### src/core/hsh_pkg.sv
/*
  package for the home-switch homing search: mode codes, search states, reset values.
  assumes a single synchronous clock domain; no software registers.
*/
`default_nettype none
package hsh_pkg;
  // ==========================================================
  // homing variant codes
  localparam logic [7:0] HSH_M_POS_ZP0   = 8'h03;
  localparam logic [7:0] HSH_M_POS_ZP1   = 8'h04;
  localparam logic [7:0] HSH_M_NEG_ZP0   = 8'h05;
  localparam logic [7:0] HSH_M_NEG_ZP1   = 8'h06;
  localparam logic [7:0] HSH_M_POS_FALL  = 8'h13;
  localparam logic [7:0] HSH_M_POS_RISE  = 8'h14;
  localparam logic [7:0] HSH_M_NEG_FALL  = 8'h15;
  localparam logic [7:0] HSH_M_NEG_RISE  = 8'h16;
  localparam logic [7:0] HSH_M_RPOS_LO   = 8'h17;
  localparam logic [7:0] HSH_M_RPOS_HI   = 8'h1a;
  localparam logic [7:0] HSH_M_RNEG_LO   = 8'h1b;
  localparam logic [7:0] HSH_M_RNEG_HI   = 8'h1e;
  // ==========================================================
  // reset values
  localparam logic       HSH_DIR_RST     = 1'b0;
  localparam logic [7:0] HSH_MODE_RST    = 8'h13;
  typedef enum logic [2:0] {
    HSH_IDLE, HSH_SEARCH, HSH_BRAKE, HSH_DONE, HSH_FAULT
  } hsh_state_e;
endpackage
`default_nettype wire

### src/core/hsh_edge_det.sv
/*
  edge detector for the home switch and the index pulse.
  assumes inputs already in the clk_sys domain.
*/
`default_nettype none
module hsh_edge_det #(
  parameter int W = 2
) (
  input  wire logic         clk_sys,
  input  wire logic         rst_n,
  input  wire logic [W-1:0] sig_in,
  output logic      [W-1:0] rise,
  output logic      [W-1:0] fall
);
  logic [W-1:0] prev_r;
  logic [W-1:0] prev_nxt;
  always_comb begin
    prev_nxt = sig_in;
  end
  // history follows the pin through reset, so a pin that idles high gives no
  // false edge at release; edges are only hidden while reset is held
  always_ff @(posedge clk_sys) begin
    prev_r <= prev_nxt;
  end
  assign rise = rst_n ? (sig_in & ~prev_r) : '0;
  assign fall = rst_n ? (~sig_in & prev_r) : '0;
endmodule
`default_nettype wire

### src/core/hsh_homing_search.sv
/*
  homing search with a home switch: picks direction, reverses at end of travel,
  captures the machine reference on a switch edge or a qualified index pulse.
  assumes switch and index inputs are synchronous to clk_sys; the profile
  generator follows search_active, dir_neg and brake_req and reports stopped.
*/
// What this block does
// - positive-side modes: switch low on negative side, high on positive side.
// - negative-side modes: switch high on negative side, low on positive side.
// - modes 19,20,3,4 start positive when switch reads 0.
// - modes 21,22,5,6 start negative when switch reads 0.
// - modes 19,21 capture reference at switch falling edge, ignore index.
// - modes 20,22 capture reference at switch rising edge, ignore index.
// - modes 3,5 capture first index pulse while switch reads 0.
// - modes 4,6 capture first index pulse while switch reads 1.
// - reversal-switch modes expect switch active mid-travel, inactive either side.
// - configuration chooses which reversal input serves which travel end.
// - modes 23 to 26 use switch and positive-end reversal, no index.
// - modes 27 to 30 use switch and negative-end reversal, no index.
// - without reversal switches, the run may use the end stop via current threshold.
// - current at threshold decelerates axis and reverses its direction.
// - all switch conditions are evaluated after configured inversion.
// - the motor zero point is the once-per-revolution index pulse.
`default_nettype none
module hsh_homing_search
  import hsh_pkg::*;
#(
  parameter int POS_W = 32,
  parameter int CUR_W = 16
) (
  input  wire logic             clk_sys,
  input  wire logic             rst_n,
  input  wire logic             start,
  input  wire logic [7:0]       homing_variant_select,
  input  wire logic             home_switch,
  input  wire logic             home_inv,
  input  wire logic             rev_a,
  input  wire logic             rev_b,
  input  wire logic             rev_inv,
  input  wire logic             rev_swap,
  input  wire logic             cur_rev_en,
  input  wire logic [CUR_W-1:0] cur_thresh,
  input  wire logic [CUR_W-1:0] motor_current,
  input  wire logic             index_pulse,
  input  wire logic             stopped,
  input  wire logic [POS_W-1:0] actual_pos,
  output logic                  search_active,
  output logic                  dir_neg,
  output logic                  brake_req,
  output logic                  referenced,
  output logic                  mode_fault,
  output logic      [POS_W-1:0] machine_reference
);
  // ==========================================================
  // conditioned inputs
  logic sw, rev_pos, rev_neg, sw_rise, sw_fall, idx_rise;
  logic [1:0] e_rise, e_fall;
  assign sw      = home_switch ^ home_inv;
  assign rev_pos = (rev_swap ? rev_a : rev_b) ^ rev_inv;
  assign rev_neg = (rev_swap ? rev_b : rev_a) ^ rev_inv;

  hsh_edge_det #(.W(2)) hsh_edge_det_i (
    .clk_sys (clk_sys),
    .rst_n   (rst_n),
    .sig_in  ({index_pulse, sw}),
    .rise    (e_rise),
    .fall    (e_fall)
  );
  assign sw_rise  = e_rise[0];
  assign sw_fall  = e_fall[0];
  assign idx_rise = e_rise[1];

  // ==========================================================
  // mode decode from the latched code
  logic [7:0] mode_r, mode_nxt;
  logic m_pos, m_neg, m_fall, m_rise, m_zp0, m_zp1, m_rpos, m_rneg, m_ok;
  always_comb begin
    m_pos  = mode_r inside {HSH_M_POS_FALL, HSH_M_POS_RISE, HSH_M_POS_ZP0, HSH_M_POS_ZP1};
    m_neg  = mode_r inside {HSH_M_NEG_FALL, HSH_M_NEG_RISE, HSH_M_NEG_ZP0, HSH_M_NEG_ZP1};
    m_fall = mode_r inside {HSH_M_POS_FALL, HSH_M_NEG_FALL};
    m_rise = mode_r inside {HSH_M_POS_RISE, HSH_M_NEG_RISE};
    m_zp0  = mode_r inside {HSH_M_POS_ZP0, HSH_M_NEG_ZP0};
    m_zp1  = mode_r inside {HSH_M_POS_ZP1, HSH_M_NEG_ZP1};
    m_rpos = mode_r >= HSH_M_RPOS_LO && mode_r <= HSH_M_RPOS_HI;
    m_rneg = mode_r >= HSH_M_RNEG_LO && mode_r <= HSH_M_RNEG_HI;
    m_ok   = m_pos | m_neg | m_rpos | m_rneg;
  end

  // ==========================================================
  // search sequencer
  hsh_state_e state_r, state_nxt;
  logic dir_r, dir_nxt, ref_r, ref_nxt, flt_r, flt_nxt, ovr_r, ovr_nxt;
  logic [POS_W-1:0] pos_r, pos_nxt;
  logic hit, rev_hit, cur_hit, odd_bit;

  // reversal-switch modes 23..30: even low bit = rising edge, odd = falling.
  // the switch sits mid-travel, so either edge is met whichever way we came.
  assign odd_bit = mode_r[0];
  assign cur_hit = cur_rev_en && (motor_current >= cur_thresh);
  assign rev_hit = dir_r ? rev_neg : rev_pos;

  always_comb begin
    hit = 1'b0;
    if (m_fall) begin
      hit = sw_fall;
    end else if (m_rise) begin
      hit = sw_rise;
    end else if (m_zp0) begin
      hit = idx_rise && !sw;
    end else if (m_zp1) begin
      hit = idx_rise && sw;
    end else if (m_rpos || m_rneg) begin
      hit = odd_bit ? sw_fall : sw_rise;
    end
  end

  always_comb begin
    state_nxt = state_r;
    mode_nxt  = mode_r;
    dir_nxt   = dir_r;
    ref_nxt   = ref_r;
    flt_nxt   = flt_r;
    pos_nxt   = pos_r;
    ovr_nxt   = ovr_r;
    unique case (state_r)
      HSH_IDLE, HSH_DONE, HSH_FAULT: begin
        if (start) begin
          mode_nxt = homing_variant_select;
          ref_nxt  = 1'b0;
          flt_nxt  = 1'b0;
          ovr_nxt  = 1'b0;
          state_nxt = HSH_SEARCH;
        end
      end
      HSH_SEARCH: begin
        if (!m_ok) begin
          flt_nxt   = 1'b1;
          state_nxt = HSH_FAULT;
        end else if (!ovr_r) begin
          ovr_nxt = 1'b1;
          // direction from the switch level at the start of the run, or from the mode in reversal-switch modes
          if (m_pos) begin
            dir_nxt = sw;
          end else if (m_neg) begin
            dir_nxt = !sw;
          end else begin
            dir_nxt = m_rneg;
          end
        end else if (hit) begin
          pos_nxt   = actual_pos;
          ref_nxt   = 1'b1;
          state_nxt = HSH_DONE;
        end else if (rev_hit || cur_hit) begin
          state_nxt = HSH_BRAKE;
        end
      end
      HSH_BRAKE: begin
        if (stopped) begin
          dir_nxt   = !dir_r;
          state_nxt = HSH_SEARCH;
        end
      end
    endcase
  end

  always_ff @(posedge clk_sys) begin
    if (!rst_n) begin
      state_r <= HSH_IDLE;
      mode_r  <= HSH_MODE_RST;
      dir_r   <= HSH_DIR_RST;
      ref_r   <= 1'b0;
      flt_r   <= 1'b0;
      ovr_r   <= 1'b0;
      pos_r   <= '0;
    end else begin
      state_r <= state_nxt;
      mode_r  <= mode_nxt;
      dir_r   <= dir_nxt;
      ref_r   <= ref_nxt;
      flt_r   <= flt_nxt;
      ovr_r   <= ovr_nxt;
      pos_r   <= pos_nxt;
    end
  end

  // the first search cycle only sets direction, so motion waits one clock
  assign search_active     = (state_r == HSH_SEARCH) && ovr_r;
  assign brake_req         = (state_r == HSH_BRAKE);
  assign dir_neg           = dir_r;
  assign referenced        = ref_r;
  assign mode_fault        = flt_r;
  assign machine_reference = pos_r;
endmodule
`default_nettype wire

### config.mk
export PLATFORM = sky130hd
export DESIGN_NAME = hsh_homing_search
export DESIGN_NICKNAME = d
export VERILOG_FILES = /design/src/core/hsh_pkg.sv /design/src/core/hsh_edge_det.sv /design/src/core/hsh_homing_search.sv
export SDC_FILE = /design/constraint.sdc
export NUM_CORES = 1
export LEC_CHECK = 0
export ABC_AREA = 1
export ABC_CLOCK_PERIOD_IN_PS = 2200
export BUFFER_PORTS_ARGS = -buffer_cell sky130_fd_sc_hd__buf_2
export CORE_ASPECT_RATIO = 1.4
export CORE_UTILIZATION = 46
export CTS_CLUSTER_SIZE = 10
export DETAILED_ROUTE_END_ITERATION = 10
export HOLD_SLACK_MARGIN = 0.08
export PLACE_DENSITY = 0.78
export SYNTH_ARGS = -nofsm -noshare
export SYNTH_HDL_FRONTEND = slang
export SYNTH_SLANG_ARGS = --single-unit
### constraint.sdc
create_clock -name clk_sys -period 2.2 [get_ports clk_sys]
set_input_delay 0 -clock clk_sys [delete_from_list [all_inputs] [get_ports clk_sys]]
set_output_delay 0 -clock clk_sys [all_outputs]
set_load 0.05 [all_outputs]
==> impl_metrics.tcl <==
set metrics [dict create \
    overflow 0 \
    irDropWorstVdd_mv 0.5006 \
    fin_crit_sh_pct 90.61 \
    hp-class "in2reg" \
    power-per-cell-area_mw_per_mm2 758.8 \
    clk_pin_slew_worst_paths_ns 0.09 \
    synth-seq-cells 49 \
    path_common_cell "nand2_1" \
    relSlewSlack_pct 75.97 \
    cp_data_arrival_time_ns 2.23 \
    detailroute.via_count 2935 \
    synth_ff_type "dfxtp_1" \
    grt_max_degree 33 \
    start_kind "primary input" \
    p_leak_nw 2.092 \
    crit_family "buffers and inverters" \
    critPathCaptureType "flop" \
    dp_slack_ns 0.1938 \
    slowest_stage "dlygate4sd3_1" \
    die-area_sq_mm 0.005768 \
    core_area_sq_mm 0.005197 \
    drive_gt1_share_pct 26.22 \
    synthTopCellsByCount "nor2_1, nand2_1, dfxtp_1" \
    drt_iter0_drc 110 \
    htreeDepth 2 \
    ys_types 24 \
    cp_cell_sequence "dlygate4sd3_1 > buf_2 > buf_4 > nand2_1 > inv_1 > nand2_1 > nand2_1 > nand2_1 > inv_1 > nand2_1 > nand2_1 > nand2_1 > nand2_1 > nand2_2 > nor3_4 > buf_8 > o21ai_0 > nor2_1" \
    viasPerCell 4.892 \
    synth_warnings 0 \
    criticalPathCategory "in2reg" \
    io_pins 121 \
    cts_made_buffers 5 \
    nets 634 \
    ctsLongestPathBuffers 2 \
    finalClockSkew_ns 0.009718 \
    crit_required_ns 2.43 \
    grt_pass1_vias 2709 \
    hold_viol_final 0 \
    rsz0062_at_grt "yes" \
    synth_area_sq_mm 0.002514 \
    syn-num-nets 471 \
    drc 0 \
    cts_tree "done" \
    yosys.cell_count.top_type "nor2_1" \
    start_util_pct 48.36 \
    p_switching_w 0.001095 \
    cpPeakStageDelay_ns 0.54 \
    worstMarginPinSlew_ns 0.3598 \
    synth_area_leader_cell "dfxtp_1" \
    power.share.clock_pct 21.9 \
    netlist.area_leader.share_pct 39.02 \
    path_buf_inv 6 \
    first_pass_iters 4 \
    clock.fmax_mhz 501.6 \
    nFillCells 435 \
    swShare_pct 38.62 \
    syn-instance-count 371 \
    fp.dieH_um 89.47 \
    tns_ns 0 \
    antenna_left 0 \
    syn_avg_cell_area_sq_um 6.775 \
    drv_cap 0 \
    synthTopCellsByArea "dfxtp_1, nor2_1, nand2_1" \
    hpwl_mm 4.435 \
    totalWireLength_mm 6.913 \
    drv_slew 0 \
    clkSinkCount 49 \
    synth_edf_count 0 \
    p_int_w 0.001740 \
    port_buffers 120 \
    pwr-share-comb_pct 39.3 \
    final.setup.worst_slack_ns 0.2065 \
    antenna_found_initial 0 \
    core.rowCount 31 \
    status "completed" \
    place_congestion 0.9394 \
    grt_pass1_wl_mm 11.21 \
    die_w_um 64.48 \
    synth-async-reset-ratio_pct 0 \
    clk_latency_ns 0.30 \
    ys_seq_area_share_pct 39.02 \
    grt_usage_pct 24.73 \
    synthToLayoutAreaGrowth_pct 48.58 \
    min_period_ns 1.993 \
    drt-wirelength-per-cell_um 11.52 \
    p_seq_share_pct 38.8 \
    cts_root_buf "clkbuf_8" \
    crit_fanout 32 \
    diodes 0 \
    setup-violations-final 0 \
]
[layout by cell type, fill, tap and decap left out]
| cell | instances |
|---|---|
| nand4_1 | 2 |
| xnor2_1 | 2 |
| buf_2 | 120 |
| nor3_2 | 2 |
| nor2_2 | 2 |
| inv_1 | 48 |
| dlygate4sd3_1 | 43 |
| nor2_1 | 84 |
| inv_4 | 1 |
| nand2_1 | 59 |
| clkinv_2 | 1 |
| o21ai_0 | 44 |
| bufinv_16 | 1 |
| a211oi_1 | 1 |
| nand3_1 | 14 |
| buf_8 | 1 |
| o211ai_1 | 5 |
| ha_1 | 16 |
| inv_2 | 1 |
| clkbuf_8 | 5 |
| dfxtp_1 | 49 |
| buf_4 | 4 |
| nor3_1 | 2 |
| nand3b_1 | 1 |
| a21oi_1 | 21 |
| o21bai_1 | 1 |
| and2_1 | 1 |
| nor3_4 | 1 |
| o21a_1 | 1 |
| nand2_2 | 1 |
[worst min-delay path, stage by stage]
cell and delay, ns:
buf_2 0.07, nand2_1 0.06, nand3_1 0.10, nand3_1 0.07
nand2_1 0.06, a21oi_1 0.03
[what timing repair did]
item / 4_1_cts / 5_1_grt
gates resized for setup: 0 / 6
hold endpoints to repair: 45 / 0
buffers inserted: 0 / 0
endpoints found under the setup margin: 0 / 32
hold buffers: 43 / 0
[final timing paths]
path	start	endpoint	slack, ns	cells past startpoint
hold reg to reg	referenced	referenced	0.46	2
hold / removal	cur_rev_en	state_r[1]	0.13	6
setup / recovery	rst_n	machine_reference[19]	0.21	18
setup reg to reg	mode_r[7]	machine_reference[19]	0.24	14
[metrics by stage]
stage | std cells | hold WS [ns] | power, W | util [%] | area, sq um
floorplan | 371 | 0.02772 | 0.001871 | - | 2519
global placement | 550 | 0.1187 | 0.002129 | 61.24 | 3183
detailed placement | 550 | 0.1235 | 0.002153 | 61.24 | 3183
CTS | 600 | 0.1213 | 0.002826 | 71.52 | 3717
global route | 600 | 0.1711 | 0.003042 | 71.86 | 3735
finish | 600 | 0.1350 | 0.002834 | 71.86 | 3735
[per-layer routing]
metal	global-route usage [%]	wire length, um	up-vias
met5	0	0	-
met4	8.283	80	0
met3	5.612	507	7
met2	46.79	3519	119
met1	26.95	2807	1308
li1	-	-	1501
[logic make-up (layout without fill, tap and decap cells)]
kind of cell    count (synthesis)  after routing  synth area share (%)
simple gates                  169            169                 27.28
compound gates                 73             73                 15.33
buf+inv                        62            225                 9.707
flops                          49             49                 39.02
fa+ha+maj                      16             16                 7.964
xor+xnor                        2              2                0.6970
[power by group through the flow]
stage          combinational (W)  clock, W  sequential (W)
2_1_floorplan           0.000642         0         0.00123
3_3_place_gp             0.00102         0         0.00111
3_5_place_dp             0.00104         0         0.00111
4_1_cts                  0.00110  0.000630         0.00109
5_1_grt                  0.00126  0.000668         0.00112
6_report                 0.00111  0.000622         0.00110
[state kept, by name, indices dropped and copies added, names as in the netlist]
register and count:
dir_neg 1, mode_fault 1, hsh_edge_det_i.prev_r 2, ovr_r 1
mode_r 8, referenced 1, state_r 3, machine_reference 32
[final cells by class]
cell class / instances / area [sq um] / share of cell area, %
Tap cell: 66 / 82.58 / 2.211
Clock inverter: 2 / 35.03 / 0.9380
Multi-Input combinational cell: 260 / 1301 / 34.84
Clock buffer: 5 / 68.82 / 1.843
Inverter: 50 / 190.2 / 5.092
Sequential cell: 49 / 980.9 / 26.26
Timing Repair Buffer: 168 / 1076 / 28.81
(Power assumes the default switching activity.)
